### config.mk
export PLATFORM = sky130hd
export DESIGN_NAME = gcm_gpio
export DESIGN_NICKNAME = d
export VERILOG_FILES = /design/src/rtl/gcm_gpio.v
export VERILOG_INCLUDE_DIRS = /design/src /design/src/shared
export SDC_FILE = /design/constraint.sdc
export NUM_CORES = 1
export LEC_CHECK = 0
export ABC_AREA = 1
export BUFFER_PORTS_ARGS = -buffer_cell sky130_fd_sc_hd__clkbuf_2
export CORE_ASPECT_RATIO = 0.6
export CORE_MARGIN = 5
export CORE_UTILIZATION = 52
export CTS_BUF_LIST = sky130_fd_sc_hd__clkbuf_4 sky130_fd_sc_hd__clkbuf_8 sky130_fd_sc_hd__clkbuf_16
export DETAILED_ROUTE_END_ITERATION = 8
export PLACE_DENSITY = 0.73
export SLEW_MARGIN = 20
export SYNTH_ARGS = -nofsm -noshare
export SYNTH_HDL_FRONTEND = slang
export SYNTH_HIERARCHICAL = 1
export SYNTH_SLANG_ARGS = --single-unit
### constraint.sdc
create_clock -name clk_sys_i -period 2.58 [get_ports clk_sys_i]
set_input_delay 0.387 -clock clk_sys_i [delete_from_list [all_inputs] [get_ports clk_sys_i]]
set_output_delay 0.387 -clock clk_sys_i [all_outputs]
set_load 0.02 [all_outputs]
### src/shared/gcm_map.vh
// constants for the gpio clock mask and live insertion block
`ifndef GCM_MAP_VH
`define GCM_MAP_VH
// ---------------------------------------------
// configuration space byte addresses
// ---------------------------------------------
`define GCM_OFF_CMD 8'h04
`define GCM_OFF_BRCTL 8'h3C
`define GCM_OFF_CHIP 8'h40
`define GCM_OFF_GPIO 8'h64
`define GCM_OFF_GPIN 8'h68
`define GCM_OFF_SCLK 8'h6C
// ---------------------------------------------
// field positions
// ---------------------------------------------
`define GCM_CMD_IO 0
`define GCM_CMD_MEM 1
`define GCM_CMD_MASTER 2
`define GCM_BRCTL_SRST 22
`define GCM_CHIP_LIVE 0
`define GCM_PIN_SCLK 0
`define GCM_PIN_LOAD 2
`define GCM_PIN_LIVE 3
// ---------------------------------------------
// reset values
// ---------------------------------------------
`define GCM_RST_OUT 4'h0
`define GCM_RST_OE 4'h0
`define GCM_RST_MASK 16'h0000
`define GCM_RST_CMD 3'h0
// ---------------------------------------------
// timing
// ---------------------------------------------
`define GCM_SYS_MHZ 125
`define GCM_SCLK_MAX_MHZ 33
`define GCM_SCLK_DIV_MIN ((`GCM_SYS_MHZ + `GCM_SCLK_MAX_MHZ - 1) / `GCM_SCLK_MAX_MHZ)
`define GCM_SCLK_DIV (2 * `GCM_SCLK_DIV_MIN)
`define GCM_SEQ_PERIODS 23
`define GCM_MASK_BITS 16
`define GCM_FIFO_DEPTH 32
`endif

### src/rtl/gcm_gpio.v
// gpio port with serial clock mask loader and live insertion halt
// Overview of operation
// - oe set bit drives matching pin
// - oe clear bit tristates pin
// - zero bits in set/clear change nothing
// - reset leaves all pins input only
// - reset clears stored output data
// - input field shows live pin levels
// - data set drives high, clear low
// - stored value driven only when enabled
// - fields reached by type 0 config cycles
// - start mask shift after primary reset release
// - hold secondary reset through 23-cycle shift
// - pin 0 shift clock, max 33MHz
// - pin 2 low load, then high shift
// - mask arrives msb first, lsb last
// - slot clock runs if either pair bit 0
// - bits 12:8 gate clocks 8:4, 0 enables
// - bit 13 gates clock 9, 14-15 reserved
// - all-ones mask holds clocks high
// - after shift: tristate, ignore input, release reset
// - config writes update clock mask
// - live mode needs bit set, pin 3 input
// - pin 3 high masks io/mem/master enables
// - halted: drain queues, accept config cycles
`timescale 1ns/10ps
`include "gcm_map.vh"

// ---------------------------------------------
// small fifo, width and depth as parameters
// ---------------------------------------------
module gcm_fifo #(
  parameter W = 1,
  parameter D = 32,
  parameter AW = 5
) (
  // clock and reset
  input wire clk_sys_i,
  input wire rst_n_i,
  // fill side
  input wire in_valid_i,
  output wire in_ready_o,
  input wire [W-1:0] in_data_i,
  // drain side
  output wire out_valid_o,
  input wire out_ready_i,
  output wire [W-1:0] out_data_o
);
  reg [W-1:0] mem_r [0:D-1]; // storage
  reg [AW-1:0] wp_r; // write pointer
  reg [AW-1:0] rp_r; // read pointer
  reg [AW:0] cnt_r; // fill level
  wire push = in_valid_i && in_ready_o;
  wire pop = out_valid_o && out_ready_i;

  assign in_ready_o = (cnt_r != D[AW:0]); // full stalls the source
  assign out_valid_o = (cnt_r != {(AW+1){1'b0}}); // valid when not empty
  assign out_data_o = mem_r[rp_r];

  // pointer and level update
  always @(posedge clk_sys_i) begin
    if (!rst_n_i) begin
      wp_r <= {AW{1'b0}};
      rp_r <= {AW{1'b0}};
      cnt_r <= {(AW+1){1'b0}};
    end else begin
      if (push) begin
        wp_r <= wp_r + 1'b1;
      end
      if (pop) begin
        rp_r <= rp_r + 1'b1;
      end
      if (push && !pop) begin
        cnt_r <= cnt_r + 1'b1;
      end else if (pop && !push) begin
        cnt_r <= cnt_r - 1'b1;
      end
    end
  end

  // storage write, no reset needed
  always @(posedge clk_sys_i) begin
    if (push) begin
      mem_r[wp_r] <= in_data_i;
    end
  end
endmodule // gcm_fifo

// ---------------------------------------------
// top: gpio, clock mask loader, live insertion
// ---------------------------------------------
module gcm_gpio (
  // clock and reset (primary reset)
  input wire clk_sys_i,
  input wire rst_n_i,
  // configuration access
  input wire cfg_wr_i,
  input wire cfg_rd_i,
  input wire [7:0] cfg_addr_i,
  input wire [3:0] cfg_be_i,
  input wire [31:0] cfg_wdata_i,
  output reg [31:0] cfg_rdata_o,
  output reg cfg_ack_o,
  // gpio pins
  input wire [3:0] gpio_i,
  output reg [3:0] gpio_o,
  output reg [3:0] gpio_oe_n_o,
  // serial mask input pin
  input wire clock_mask_serial_in_i,
  // secondary side
  output reg secondary_reset_n_o,
  output reg [9:0] secondary_clock_out_o,
  // internal enables toward the bridge core
  output reg io_en_o,
  output reg mem_en_o,
  output reg master_en_o,
  output reg forward_halt_o
);
  // ---------------------------------------------
  // state codes and local constants
  // ---------------------------------------------
  localparam [1:0] ST_IDLE = 2'b00; // waiting to start
  localparam [1:0] ST_RUN = 2'b01; // load and shift periods
  localparam [1:0] ST_DRAIN = 2'b10; // empty the fifo
  localparam [1:0] ST_DONE = 2'b11; // normal gpio operation
  localparam integer DIV_I = `GCM_SCLK_DIV; // sys cycles per shift clock
  localparam integer PER_I = `GCM_SEQ_PERIODS; // shift clock periods
  localparam integer BITS_I = `GCM_MASK_BITS; // mask length
  localparam [3:0] DIV_LAST = DIV_I[3:0] - 4'd1;
  localparam [3:0] DIV_HALF = DIV_I[4:1];
  localparam [3:0] SAMPLE_PH = DIV_HALF - 4'd1;
  localparam [4:0] PER_LAST = PER_I[4:0] - 5'd1;
  localparam [4:0] BIT_LAST = BITS_I[4:0];

  // ---------------------------------------------
  // registers
  // ---------------------------------------------
  reg [3:0] out_r; // stored output data
  reg [3:0] oe_r; // output enables
  reg [2:0] cmd_r; // io, mem, master enables as written
  reg srst_bit_r; // secondary reset bit
  reg live_bit_r; // live insertion mode bit
  reg [15:0] clk_mask_r; // clock disable mask
  reg [15:0] shift_r; // mask being assembled
  reg [1:0] st_r; // sequencer state
  reg [3:0] ph_r; // phase within shift clock period
  reg [4:0] per_r; // shift clock period index
  reg [11:0] gs1_r, gs2_r, gs3_r; // gpio sync stages
  reg [3:0] gpin_r; // filtered gpio levels
  reg ms1_r, ms2_r, ms3_r; // serial input sync stages
  reg msk_r; // filtered serial input
  reg tog_r; // secondary clock source

  // ---------------------------------------------
  // decode and helpers
  // ---------------------------------------------
  wire [31:0] bmask = {{8{cfg_be_i[3]}}, {8{cfg_be_i[2]}}, {8{cfg_be_i[1]}}, {8{cfg_be_i[0]}}};
  wire [31:0] wd = cfg_wdata_i & bmask; // disabled lanes write zero
  wire wr_cmd = cfg_wr_i && (cfg_addr_i == `GCM_OFF_CMD);
  wire wr_brctl = cfg_wr_i && (cfg_addr_i == `GCM_OFF_BRCTL);
  wire wr_chip = cfg_wr_i && (cfg_addr_i == `GCM_OFF_CHIP);
  wire wr_gpio = cfg_wr_i && (cfg_addr_i == `GCM_OFF_GPIO);
  wire wr_sclk = cfg_wr_i && (cfg_addr_i == `GCM_OFF_SCLK);
  wire shifting = (st_r != ST_DONE);
  wire sample = (st_r == ST_RUN) && (ph_r == SAMPLE_PH) && (per_r != 5'd0) && (per_r <= BIT_LAST);
  wire f_in_ready, f_out_valid, f_out_data;
  wire stall = sample && !f_in_ready; // fifo full holds the sequencer
  wire f_pop = f_out_valid && !wr_sclk; // software write to the mask wins
  wire live_mode = live_bit_r && !oe_r[`GCM_PIN_LIVE];
  wire halt = live_mode && gpin_r[`GCM_PIN_LIVE];
  wire [9:0] clk_en;

  // ---------------------------------------------
  // bit fifo between sampler and mask
  // ---------------------------------------------
  gcm_fifo #(
    .W(1),
    .D(`GCM_FIFO_DEPTH),
    .AW(5)
  ) u_fifo (
    .clk_sys_i(clk_sys_i),
    .rst_n_i(rst_n_i),
    .in_valid_i(sample),
    .in_ready_o(f_in_ready),
    .in_data_i(msk_r),
    .out_valid_o(f_out_valid),
    .out_ready_i(!wr_sclk),
    .out_data_o(f_out_data)
  );

  // ---------------------------------------------
  // pin synchronisers, three stages, 2+3 agree
  // ---------------------------------------------
  always @(posedge clk_sys_i) begin
    if (!rst_n_i) begin
      gs1_r <= 12'h000;
      gs2_r <= 12'h000;
      gs3_r <= 12'h000;
      gpin_r <= 4'h0;
      ms1_r <= 1'b0;
      ms2_r <= 1'b0;
      ms3_r <= 1'b0;
      msk_r <= 1'b0;
    end else begin
      gs1_r <= {8'h00, gpio_i};
      gs2_r <= gs1_r;
      gs3_r <= gs2_r;
      ms1_r <= clock_mask_serial_in_i;
      ms2_r <= ms1_r;
      ms3_r <= ms2_r;
      // per bit: accept only when stages two and three agree
      gpin_r <= (gs2_r[3:0] & gs3_r[3:0]) | (gpin_r & (gs2_r[3:0] | gs3_r[3:0]));
      if (ms2_r == ms3_r) begin
        msk_r <= ms3_r;
      end
    end
  end

  // ---------------------------------------------
  // configuration registers
  // ---------------------------------------------
  always @(posedge clk_sys_i) begin
    if (!rst_n_i) begin
      out_r <= `GCM_RST_OUT;
      oe_r <= `GCM_RST_OE;
      cmd_r <= `GCM_RST_CMD;
      srst_bit_r <= 1'b0;
      live_bit_r <= 1'b0;
    end else begin
      // write-one fields, zeros leave state alone
      if (wr_gpio) begin
        out_r <= (out_r | wd[3:0]) & ~wd[11:8];
        oe_r <= (oe_r | wd[19:16]) & ~wd[27:24];
      end
      // stored enables stay readable while masked
      if (wr_cmd && cfg_be_i[0]) begin
        cmd_r <= cfg_wdata_i[2:0];
      end
      if (wr_brctl && cfg_be_i[2]) begin
        srst_bit_r <= cfg_wdata_i[`GCM_BRCTL_SRST];
      end
      if (wr_chip && cfg_be_i[0]) begin
        live_bit_r <= cfg_wdata_i[`GCM_CHIP_LIVE];
      end
    end
  end

  // ---------------------------------------------
  // configuration read path and ack
  // ---------------------------------------------
  always @(posedge clk_sys_i) begin
    if (!rst_n_i) begin
      cfg_rdata_o <= 32'h00000000;
      cfg_ack_o <= 1'b0;
    end else begin
      cfg_ack_o <= cfg_wr_i || cfg_rd_i;
      if (cfg_rd_i) begin
        if (cfg_addr_i == `GCM_OFF_CMD) begin
          cfg_rdata_o <= {29'h0, cmd_r};
        end else if (cfg_addr_i == `GCM_OFF_BRCTL) begin
          cfg_rdata_o <= {9'h0, srst_bit_r, 22'h0};
        end else if (cfg_addr_i == `GCM_OFF_CHIP) begin
          cfg_rdata_o <= {31'h0, live_bit_r};
        end else if (cfg_addr_i == `GCM_OFF_GPIO) begin
          cfg_rdata_o <= {4'h0, oe_r, 4'h0, oe_r, 4'h0, out_r, 4'h0, out_r};
        end else if (cfg_addr_i == `GCM_OFF_GPIN) begin
          cfg_rdata_o <= {28'h0, gpin_r};
        end else if (cfg_addr_i == `GCM_OFF_SCLK) begin
          cfg_rdata_o <= {16'h0, clk_mask_r};
        end else begin
          cfg_rdata_o <= 32'h00000000; // unmapped reads zero
        end
      end
    end
  end

  // ---------------------------------------------
  // mask load sequencer
  // ---------------------------------------------
  always @(posedge clk_sys_i) begin
    if (!rst_n_i) begin
      st_r <= ST_IDLE;
      ph_r <= 4'h0;
      per_r <= 5'd0;
    end else begin
      case (st_r)
        ST_IDLE: begin
          // primary reset gone, secondary still held
          st_r <= ST_RUN;
          ph_r <= 4'h0;
          per_r <= 5'd0;
        end
        ST_RUN: begin
          if (!stall) begin
            if (ph_r == DIV_LAST) begin
              ph_r <= 4'h0;
              if (per_r == PER_LAST) begin
                st_r <= ST_DRAIN;
              end else begin
                per_r <= per_r + 5'd1;
              end
            end else begin
              ph_r <= ph_r + 4'h1;
            end
          end
        end
        ST_DRAIN: begin
          if (!f_out_valid) begin
            st_r <= ST_DONE;
          end
        end
        default: begin
          st_r <= ST_DONE;
        end
      endcase
    end
  end

  // ---------------------------------------------
  // mask assembly and clock mask register
  // ---------------------------------------------
  always @(posedge clk_sys_i) begin
    if (!rst_n_i) begin
      shift_r <= 16'h0000;
      clk_mask_r <= `GCM_RST_MASK;
    end else begin
      if (f_pop) begin
        shift_r <= {shift_r[14:0], f_out_data};
      end
      if (wr_sclk) begin
        clk_mask_r <= (clk_mask_r & ~bmask[15:0]) | wd[15:0];
      end else if (st_r == ST_DRAIN && !f_out_valid) begin
        clk_mask_r <= shift_r;
      end
    end
  end

  // ---------------------------------------------
  // clock enables from the mask
  // ---------------------------------------------
  genvar gi;
  generate
    for (gi = 0; gi < 4; gi = gi + 1) begin : g_slot
      assign clk_en[gi] = ~(clk_mask_r[2*gi] & clk_mask_r[2*gi+1]);
    end
  endgenerate
  assign clk_en[8:4] = ~clk_mask_r[12:8];
  assign clk_en[9] = ~clk_mask_r[13];

  // ---------------------------------------------
  // secondary clocks, disabled ones held high
  // ---------------------------------------------
  always @(posedge clk_sys_i) begin
    if (!rst_n_i) begin
      tog_r <= 1'b0;
      secondary_clock_out_o <= 10'h3FF;
    end else begin
      tog_r <= ~tog_r;
      secondary_clock_out_o <= {10{tog_r}} | ~clk_en;
    end
  end

  // ---------------------------------------------
  // pin drive and secondary reset
  // ---------------------------------------------
  always @(posedge clk_sys_i) begin
    if (!rst_n_i) begin
      gpio_o <= 4'h0;
      gpio_oe_n_o <= 4'hF;
      secondary_reset_n_o <= 1'b0;
    end else if (shifting) begin
      // shift clock on pin 0, load/shift on pin 2
      gpio_o[`GCM_PIN_SCLK] <= (st_r == ST_RUN) && (ph_r >= DIV_HALF);
      gpio_o[`GCM_PIN_LOAD] <= (per_r != 5'd0);
      gpio_o[1] <= 1'b0;
      gpio_o[3] <= 1'b0;
      gpio_oe_n_o <= 4'hA; // pins 1 and 3 unused
      secondary_reset_n_o <= 1'b0;
    end else begin
      // back under register control
      gpio_o <= out_r;
      gpio_oe_n_o <= ~oe_r;
      secondary_reset_n_o <= !srst_bit_r;
    end
  end

  // ---------------------------------------------
  // live insertion masking of enables
  // ---------------------------------------------
  always @(posedge clk_sys_i) begin
    if (!rst_n_i) begin
      io_en_o <= 1'b0;
      mem_en_o <= 1'b0;
      master_en_o <= 1'b0;
      forward_halt_o <= 1'b0;
    end else begin
      io_en_o <= cmd_r[`GCM_CMD_IO] && !halt;
      mem_en_o <= cmd_r[`GCM_CMD_MEM] && !halt;
      master_en_o <= cmd_r[`GCM_CMD_MASTER] && !halt;
      forward_halt_o <= halt;
    end
  end
endmodule // gcm_gpio

==> flow_summary.json, run 1 <==
{
  "via_per_inst": 5.15,
  "synth_fa_ha_area_share_pct": 2.69,
  "async_flop_share_pct": 0,
  "cp_top_family": "adder cells",
  "ant_nets": 0,
  "synth-xor-area-share_pct": 1.14,
  "drtIter0Drc": 542,
  "cp-end-kind": "register",
  "final_nets": 1140,
  "place_ws_ps": -23.5,
  "max_freq_ghz": 0.409,
  "overflow": 0,
  "maxSlewViolCount": 0,
  "setup_ws_ps": 134,
  "timing.final.crit_period_ps": 2450,
  "areaGrowthSynthToFinish_pct": 15.2,
  "synth-simple-area-share_pct": 28.4,
  "cp_cell_sequence": "inv_1 -> ha_1 -> nand3_1 -> and3_1 -> nand2_2 -> inv_2 -> ha_2 -> inv_4 -> ha_1 -> nand2_1 -> nand3_1 -> xor2_1 -> o21ai_0 -> inv_1",
  "outcome": "finished, final reports clean",
  "fin_area_um2": 8890,
  "worst_skew_pair.late_latency_ps": 430,
  "synth_area_per_cell_um2": 7.86,
  "dieHeight_um": 104,
  "ir_drop_mv": 0.448,
  "clock_sinks": 175,
  "core_area_um2": 14500,
  "hold_slack_ps": 143,
  "fin_crit_sh_pct": 94.8,
  "dr.pass1.iters": 5,
  "n_antenna_cell": 0,
  "slowest_stage": "dfxtp_1",
  "critPathRequiredTime_ps": 2900,
  "pin_count": 109,
  "drcViolationCount": 0,
  "critical_path_arrival_ps": 2770,
  "max_stage_delay_ps": 380,
  "yosysSeqAreaShare_pct": 49.6,
  "wl_per_cell_um": 13.8,
  "ys_ff_latch": 175,
  "antenna_found_initial": 0,
  "worstMarginPinSlew_ps": 969,
  "rrSetupSlack_ps": 130,
  "synth_compound_area_share_pct": 9.23,
  "hold_viol": 0,
  "place_area_um2": 8280,
  "start_util_pct": 53.2,
  "drt-total-wl_um": 17700,
  "grt_pass1_wl_um": 29500,
  "dpl.hpwl_um": 12600,
  "path_clk_slew_ps": 70,
  "hold_class": "input port to register",
  "synth_area_um2": 7710,
  "synth_edf_count": 32,
  "clock_path_buffers": 2,
  "cts_tree": "done",
  "portBuffers": 94,
  "place.gp.congestion": 0.827,
  "slew_headroom_pct": 35.3,
  "drive_gt1_share_pct": 16.7,
  "crit_path_start_kind": "register",
  "via_count": 6599,
  "root_buffer": "clkbuf_16",
  "crit_fanout": 5,
  "synth_ff_type": "dfxtp_1",
  "first_global_vias": 5941,
  "rows": 34,
  "ys.warnings.count": 6,
  "muxShareOfSynthArea_pct": 0,
  "clock_skew_ps": 16.4,
  "p_leak_uw": 0.00392,
  "gr-usage-all-layers_pct": 20.4,
  "synthCells": 982,
  "grt_max_degree": 83,
  "cts-buffers-inserted": 17,
  "die_x_um": 167,
  "power.density_nw_per_um2": 817,
  "synth_top_family_by_area": "simple AND/OR/NAND/NOR gates",
  "cts_setup_buffers": 0,
  "path_class": "register to register",
  "path_buf_inv": 4,
  "die-area_um2": 17400,
  "htree_levels": 4,
  "cap_viol_max_count": 0,
  "setup_viol": 0,
  "ys_types": 40
}
==> through the flow <==
stage                     instances  setup TNS (ps)  utilization, %  power (uW)
after floorplan                 988               0               -        4360
after global placement         1250               0            57.1        4720
after detailed placement       1250           -23.5            57.1        4740
after CTS                      1282               0            61.1        7240
after global routing           1282           -22.9            61.3        7670
final                          1282               0            61.3        7260
==> final cells by class <==
class | instances | area, um^2
Clock buffer | 18 | 439
Clock inverter | 14 | 138
Fill cell | 1318 | 5620
Inverter | 104 | 395
Multi-Input combinational cell | 663 | 3250
Sequential cell | 175 | 3820
Tap cell | 198 | 248
Timing Repair Buffer | 110 | 591
==> timing repair <==
action,4_1_cts,5_1_grt
endpoints found under the setup margin,1,3
resized for setup,1,6
hold buffers,0,0
==> synthesized netlist by cell type (2+ instances only) <==
| cell type | count | share of area (%) |
|---|---|---|
| buf_4 | 13 | 1.3 |
| buf_6 | 8 | 1.2 |
| o21ai_0 | 67 | 4.3 |
| inv_2 | 5 | 0.24 |
| inv_1 | 94 | 4.6 |
| nand3_1 | 73 | 4.7 |
| and3_1 | 2 | 0.16 |
| nor2_2 | 2 | 0.16 |
| nand2_8 | 2 | 0.52 |
| nor3_1 | 40 | 2.6 |
| buf_2 | 9 | 0.58 |
| dfxtp_1 | 143 | 37 |
| nand4_1 | 11 | 0.89 |
| a31oi_1 | 2 | 0.16 |
| xnor2_1 | 4 | 0.45 |
| clkbuf_1 | 14 | 0.68 |
| xor2_1 | 6 | 0.68 |
| nand3b_1 | 2 | 0.19 |
| nand2_4 | 3 | 0.44 |
| nand2_2 | 7 | 0.57 |
| o21ai_2 | 3 | 0.34 |
| nand2_1 | 231 | 11 |
| clkinv_1 | 4 | 0.19 |
| edfxtp_1 | 32 | 12 |
| ha_1 | 15 | 2.4 |
| o21ai_1 | 2 | 0.13 |
| a21oi_2 | 4 | 0.45 |
| nor2_1 | 114 | 5.5 |
| a21oi_1 | 57 | 3.7 |
| nor2_4 | 3 | 0.44 |
==> cells in the final DEF, fill, tap and decap left out, types with 3 or more instances in the layout <==
cell type | synthesis | layout
inv_1 | 94 | 92
o21ai_2 | 3 | 3
o21ai_1 | 2 | 3
nand3_1 | 73 | 73
nor2_1 | 114 | 114
clkbuf_16 | 0 | 17
edfxtp_1 | 32 | 32
inv_2 | 5 | 6
clkbuf_2 | 1 | 94
conb_1 | 1 | 7
xnor2_1 | 4 | 4
o21ai_0 | 67 | 66
nand2_4 | 3 | 3
clkinv_1 | 4 | 4
a21oi_1 | 57 | 57
nand2_1 | 231 | 231
dfxtp_1 | 143 | 143
nor2_4 | 3 | 3
nor3_1 | 40 | 40
inv_6 | 0 | 5
xor2_1 | 6 | 6
ha_1 | 15 | 12
a21oi_2 | 4 | 4
nand2_2 | 7 | 7
nand4_1 | 11 | 11
inv_8 | 0 | 5
buf_4 | 13 | 16
==> worst paths after layout <==
check                    startpoint              end  depth (start not counted)
min reg2reg                gs1_r[2]         gs2_r[2]                          2
max reg2reg                per_r[0]  u_fifo/cnt_r[3]                         14
max                        per_r[0]  u_fifo/cnt_r[3]                         14
min          clock_mask_serial_in_i            ms1_r                          3
==> report_power, final <==
group / internal, uW / total [uW] / leakage (uW) / switching [uW]
clock network: 1320 / 2510 / 0.000285 / 1190
registers: 3010 / 3230 / 0.00144 / 221
logic: 552 / 1510 / 0.00220 / 961
==> tightest hold or removal path, delay by kind of cell <==
kind	cells	cell delay, ps
buffers and inverters	2	110
and+or+nand+nor	1	40
==> logic make-up (layout without fill, tap and decap cells) <==
group / count (synthesis) / after routing
compound gates: 136 / 136
xor+xnor: 10 / 10
fa+ha+maj: 16 / 16
buf+inv: 150 / 246
flops: 175 / 175
other cells: 1 / 7
simple gates: 494 / 494
==> routing by layer <==
metal	GRT usage, %	vias to the layer above	share of wire [%]
li1	-	3345	-
met1	31.7	3002	50
met2	28.5	232	40
met3	4.86	20	8.8
met4	4.81	0	1.1
met5	0	-	0
No activity file was read; power rests on OpenSTA's default activity.
==> inputs of run 2 (changes only) <==
--- a/config.mk
+++ b/config.mk
@@ -10,10 +10,10 @@
 export BUFFER_PORTS_ARGS = -buffer_cell sky130_fd_sc_hd__clkbuf_2
 export CORE_ASPECT_RATIO = 0.6
 export CORE_MARGIN = 5
-export CORE_UTILIZATION = 52
+export CORE_UTILIZATION = 57
 export CTS_BUF_LIST = sky130_fd_sc_hd__clkbuf_4 sky130_fd_sc_hd__clkbuf_8 sky130_fd_sc_hd__clkbuf_16
 export DETAILED_ROUTE_END_ITERATION = 8
-export PLACE_DENSITY = 0.73
+export PLACE_DENSITY = 0.76
 export SLEW_MARGIN = 20
 export SYNTH_ARGS = -nofsm -noshare
 export SYNTH_HDL_FRONTEND = slang
==> constraint.sdc (replaced) <==
create_clock -name clk_sys_i -period 2.3 [get_ports clk_sys_i]
set_input_delay 0.345 -clock clk_sys_i [delete_from_list [all_inputs] [get_ports clk_sys_i]]
set_output_delay 0.345 -clock clk_sys_i [all_outputs]
set_load 0.02 [all_outputs]
==> run 2 against run 1 <==
Hold slack worse by 31 ps. Fmax is 6.8% higher. Worst setup slack worse by 120 ps. Register-to-register slack worse by 120 ps. Die area is 8.1% lower. Final cell count is 1.1% lower. Utilization is 8.0 points higher.
==> flow_summary.json, run 2 (same netlist as run 1, synthesis figures left out) <==
{
  "outcome": "finished, final reports clean",
  "core_area_um2": 13100,
  "reg2reg_depth": 15,
  "wl_met3_um": 1590,
  "cp-end-kind": "register",
  "power.density_nw_per_um2": 905,
  "hold_path_end": "ms1_r",
  "worstMarginPinSlew_ps": 771,
  "hold_viol": 0,
  "n_antenna_cell": 0,
  "clock_skew_ps": 13.4,
  "grt_max_degree": 83,
  "critPathRequiredTime_ps": 2600,
  "via_count": 6670,
  "wl_met2_um": 7630,
  "grt_pass1_wl_um": 29700,
  "timing.final.crit_period_ps": 2290,
  "cp_top_family": "adder cells",
  "via_per_inst": 5.26,
  "htree_levels": 4,
  "highest_layer": "met4",
  "slowest_stage": "dfxtp_1",
  "m1WireLength_um": 8950,
  "overflow": 0,
  "ant_nets": 0,
  "worst_skew_pair.late_latency_ps": 420,
  "maxSlewViolCount": 0,
  "layout_commonest_cell": "nand2_1",
  "root_buffer": "clkbuf_16",
  "drcViolationCount": 0,
  "drt-total-wl_um": 18200,
  "die-area_um2": 16000,
  "dpl.hpwl_um": 12800,
  "start_util_pct": 59.1,
  "path_class": "register to register",
  "pin_count": 109,
  "setup_viol": 0,
  "cts_hold_buf": 0,
  "cp_cell_sequence": "inv_1 -> ha_2 -> nand2_1 -> nand2_2 -> and3_4 -> nand2_2 -> inv_2 -> ha_4 -> inv_4 -> ha_1 -> nand3_1 -> nand3_1 -> xor2_1 -> o21ai_1 -> inv_1",
  "crit_fanout": 5,
  "drtIter0Drc": 671,
  "reg2reg_from": "per_r[0]",
  "regToRegEndpoint": "u_fifo/cnt_r[3]",
  "place_ws_ps": -65.2,
  "slew_headroom_pct": 48.4,
  "dieHeight_um": 100,
  "cts_tree": "done",
  "fin_crit_sh_pct": 99.6,
  "cts-buffers-inserted": 17,
  "gr-usage-all-layers_pct": 22.7,
  "setup_ws_ps": 9.18,
  "holdPathStages": 3,
  "die_x_um": 160,
  "rows": 32,
  "final_cell_mix": "229 x nand2_1, 141 x dfxtp_1, 113 x nor2_1, 94 x clkbuf_2, 92 x inv_1",
  "place.gp.congestion": 0.897,
  "dr.pass1.iters": 5,
  "path_buf_inv": 4,
  "p_leak_uw": 0.00401,
  "ir_drop_mv": 0.584,
  "clock_path_buffers": 2,
  "drive_gt1_share_pct": 18.9,
  "critical_path_arrival_ps": 2590,
  "dp.cells": 1234,
  "path_clk_slew_ps": 70,
  "antenna_found_initial": 0,
  "clock_sinks": 175,
  "total_power_uw": 8180,
  "rrSetupSlack_ps": 9,
  "wl_per_cell_um": 14.4,
  "cap_viol_max_count": 0,
  "portBuffers": 94,
  "first_global_vias": 6035,
  "areaGrowthSynthToFinish_pct": 17.2,
  "max_freq_ghz": 0.437,
  "final_cells": 1268,
  "final_nets": 1154,
  "crit_path_start_kind": "register",
  "max_stage_delay_ps": 310,
  "fillers": 1060,
  "hp-start": "clock_mask_serial_in_i",
  "hold_class": "input port to register"
}
run 2: cell types whose count changed in the layout (fill, tap and decap cells not counted), moves of 2 or more:
cell,change
buf_4,+13
ha_1,-4
nand2_1,-2
dfxtp_1,-2
clkinv_4,+2
dfxtp_2,+2
nand2_2,+2
ha_4,+4
inv_6,-2
run 2: final cells by class:
type                       instances  area, um^2  share of cell area, %
sequential                       175        3830                   42.3
multi-input combinational        663        3330                   36.8
timing repair buffer             124         708                   7.83
clock buffer                      17         425                   4.71
inverter                         104         395                   4.37
tap                              170         213                   2.35
clock inverter                    15         144                   1.59
run 2: per-stage QoR:
stage	setup TNS (ps)	utilization [%]	area, um^2	hold WS [ps]
finish	0	69.3	9040	112
CTS	0	68.5	8940	103
detailed placement	-117	64.1	8370	390
global placement	-30.7	64.1	8370	388
global route	-30.3	69.3	9040	111
floorplan	0	-	7760	378
run 2: timing repair:
action	in CTS	in global routing
pin swaps	1	5
gates resized for setup	4	16
endpoints found under the hold margin	0	0
buffers inserted	0	2
endpoints found under the setup margin	3	3
run 2: tightest hold or removal path, delay by kind of cell:
| kind | cells | cell delay [ps] |
|---|---|---|
| buf+inv | 2 | 120 |
| simple gates | 1 | 40 |
run 2: power breakdown:
| group | switching (uW) | internal, uW |
|---|---|---|
| Clock | 1310 | 1440 |
| Combinational | 1130 | 676 |
| Sequential | 238 | 3380 |
run 2: metal layers:
metal	global-route usage, %	vias up
li1	-	3370
met1	34.2	3051
met2	33.3	241
met3	5.54	8
met4	4.76	0
met5	0	-
run 2: worst max path at each step:
stage / start / end / slack (ps) / cells past startpoint
after floorplan: cfg_addr_i[7] / u_fifo/cnt_r[4] / 20 / 14
after global placement: ph_r[0] / u_fifo/cnt_r[4] / -30 / 14
after detailed placement: ph_r[0] / u_fifo/cnt_r[4] / -70 / 14
after CTS: ph_r[0] / u_fifo/cnt_r[3] / 20 / 14
after global routing: per_r[0] / u_fifo/cnt_r[3] / -20 / 15
final: per_r[0] / u_fifo/cnt_r[3] / 9 / 15
==> inputs of run 3 (changes only) <==
--- a/config.mk
+++ b/config.mk
@@ -7,7 +7,7 @@
 export NUM_CORES = 1
 export LEC_CHECK = 0
 export ABC_AREA = 1
-export BUFFER_PORTS_ARGS = -buffer_cell sky130_fd_sc_hd__clkbuf_2
+export BUFFER_PORTS_ARGS = -buffer_cell sky130_fd_sc_hd__buf_2
 export CORE_ASPECT_RATIO = 0.6
 export CORE_MARGIN = 5
 export CORE_UTILIZATION = 57
==> run 3 against run 2 <==
The run now ends with negative setup slack left. Sequential share of layout area fell by 0.61 points. Non-clock buffer count grew 7. Cell area increased by 1.5%. Clock skew fell by 1.4 ps. Sequential cell count unchanged. Largest cell class unchanged. Largest power group unchanged. Highest routed layer unchanged.
==> flow_summary.json, run 3 (same netlist as run 1, synthesis figures left out) <==
{
  "gr-usage-all-layers_pct": 24.1,
  "drcViolationCount": 0,
  "power_switching_uw": 2750,
  "core_area_um2": 13100,
  "hold_slack_ps": 106,
  "critical_path_arrival_ps": 2660,
  "cts_hold_buf": 0,
  "fin_setup_tns_ps": -75.8,
  "slew_headroom_pct": 49.3,
  "final_nets": 1161,
  "slowest_stage": "ha_4",
  "drt-total-wl_um": 19300,
  "via_per_inst": 5.34,
  "drtIter0Drc": 623,
  "fillers": 1031,
  "p_leak_uw": 0.00407,
  "seq_area_um2": 3830,
  "place.gp.congestion": 0.905,
  "timing.final.crit_period_ps": 2340,
  "max_freq_ghz": 0.428,
  "cpMostUsedCell": "ha_4",
  "wl_per_cell_um": 15.1,
  "die_x_um": 160,
  "first_global_vias": 6216,
  "critPathLaunch": "per_r[1]",
  "htree_levels": 4,
  "root_buffer": "clkbuf_16",
  "violations": "negative setup slack",
  "crit_fanout": 5,
  "rrSetupSlack_ps": -40,
  "dieHeight_um": 100,
  "critPathRequiredTime_ps": 2620,
  "ir_drop_mv": 0.568,
  "via_count": 6808,
  "n_antenna_cell": 0,
  "cts-buffers-inserted": 17,
  "rows": 32,
  "cp_top_family": "simple AND/OR/NAND/NOR gates",
  "maxSlewViolCount": 0,
  "dp.cells": 1235,
  "clock_sinks": 175,
  "hold_class": "input port to register",
  "power.density_nw_per_um2": 917,
  "cp_cell_sequence": "inv_2 -> ha_4 -> nand2_1 -> nand2_2 -> and3_4 -> nand2_4 -> inv_4 -> ha_4 -> clkinvlp_4 -> ha_4 -> nand2_2 -> inv_2 -> nand4_1 -> nand4_1 -> nand3_1 -> nand2_1 -> inv_1",
  "cts_tree": "done",
  "hp-start": "clock_mask_serial_in_i",
  "clock_skew_ps": 12.1,
  "fin_area_um2": 9180,
  "die-area_um2": 16000,
  "final_cell_mix": "227 x nand2_1, 139 x dfxtp_1, 112 x nor2_1, 94 x buf_2, 89 x inv_1",
  "clock_path_buffers": 2,
  "p_seq_share_pct": 43.2,
  "multi_input_area_um2": 3370,
  "p_int_uw": 5670,
  "worst_skew_pair.late_latency_ps": 430,
  "reg2reg_depth": 17,
  "place_area_um2": 8380,
  "hold_viol": 0,
  "cp.depth": 17,
  "setup_ws_ps": -37.8,
  "holdPathStages": 3,
  "worstMarginPinSlew_ps": 758,
  "layout_commonest_cell": "nand2_1",
  "path_class": "register to register",
  "path_buf_inv": 5,
  "fin_crit_sh_pct": 102,
  "final_cells": 1275,
  "antenna_found_initial": 0,
  "swShare_pct": 32.7,
  "grt_max_degree": 83,
  "max_stage_delay_ps": 380,
  "combPwrFrac_pct": 21.8,
  "setup_viol": 3,
  "overflow": 0,
  "dpl.hpwl_um": 13000,
  "drive_gt1_share_pct": 20.2,
  "pin_count": 109,
  "grt_pass1_wl_um": 31300,
  "outcome": "finished, violations left",
  "cap_viol_max_count": 0,
  "crit_path_start_kind": "register",
  "start_util_pct": 59.1,
  "reg2reg_from": "per_r[1]",
  "areaGrowthSynthToFinish_pct": 19.0,
  "path_clk_slew_ps": 70,
  "power.clock.fraction_pct": 35.0,
  "ant_nets": 0,
  "dr.pass1.iters": 7,
  "portBuffers": 94,
  "rsz0062_at_grt": "yes",
  "cp-end-kind": "register"
}
[run 3: repair_timing]
action                     CTS  global route
setup endpoints to repair    3             4
setup buffers                4             4
gates resized for setup     19            14
pin swaps                    9             9
[run 3: tightest hold or removal path, stage by stage]
cell,delay (ps)
buf_2,80
nand2_1,40
inv_1,40
[run 3: area by class of cell]
class	count	share of cell area [%]
flip-flops and latches	175	41.7
multi-input cells	663	36.7
repair buffers	131	8.29
clock buffers	18	4.78
inverters	104	4.35
well taps	170	2.32
clock inverters	14	1.85
[run 3: routing by layer]
metal  vias up  wire, um  part of all wire (%)  GRT usage [%]
met1      3113      8850                    46           35.3
li1       3383         -                     -              -
met4         0       182                  0.94           5.95
met2       288      8400                    44           36.4
met3        24      1860                   9.7           5.42
met5         -         0                     0              0
[run 3: final timing paths]
kind / endpoint
max: u_fifo/cnt_r[5]
min reg2reg: gpio_oe_n_o[3]
min: ms1_r
max reg2reg: u_fifo/cnt_r[5]
[run 3: through the flow]
step | power (uW) | setup slack [ps] | utilization [%]
floorplan | 4910 | 16.1 | -
global placement | 5310 | -48.4 | 64.2
detailed placement | 5350 | -102 | 64.2
CTS | 8350 | -59.5 | 69.8
global route | 8870 | -174 | 70.3
finish | 8420 | -37.8 | 70.3
[run 3: power by group through the flow]
stage	clock (uW)	combinational, uW	sequential, uW
CTS	2960	1760	3620
global placement	0	1650	3660
detailed placement	0	1680	3670
finish	2940	1840	3640
floorplan	0	1270	3630
global route	3130	2070	3660
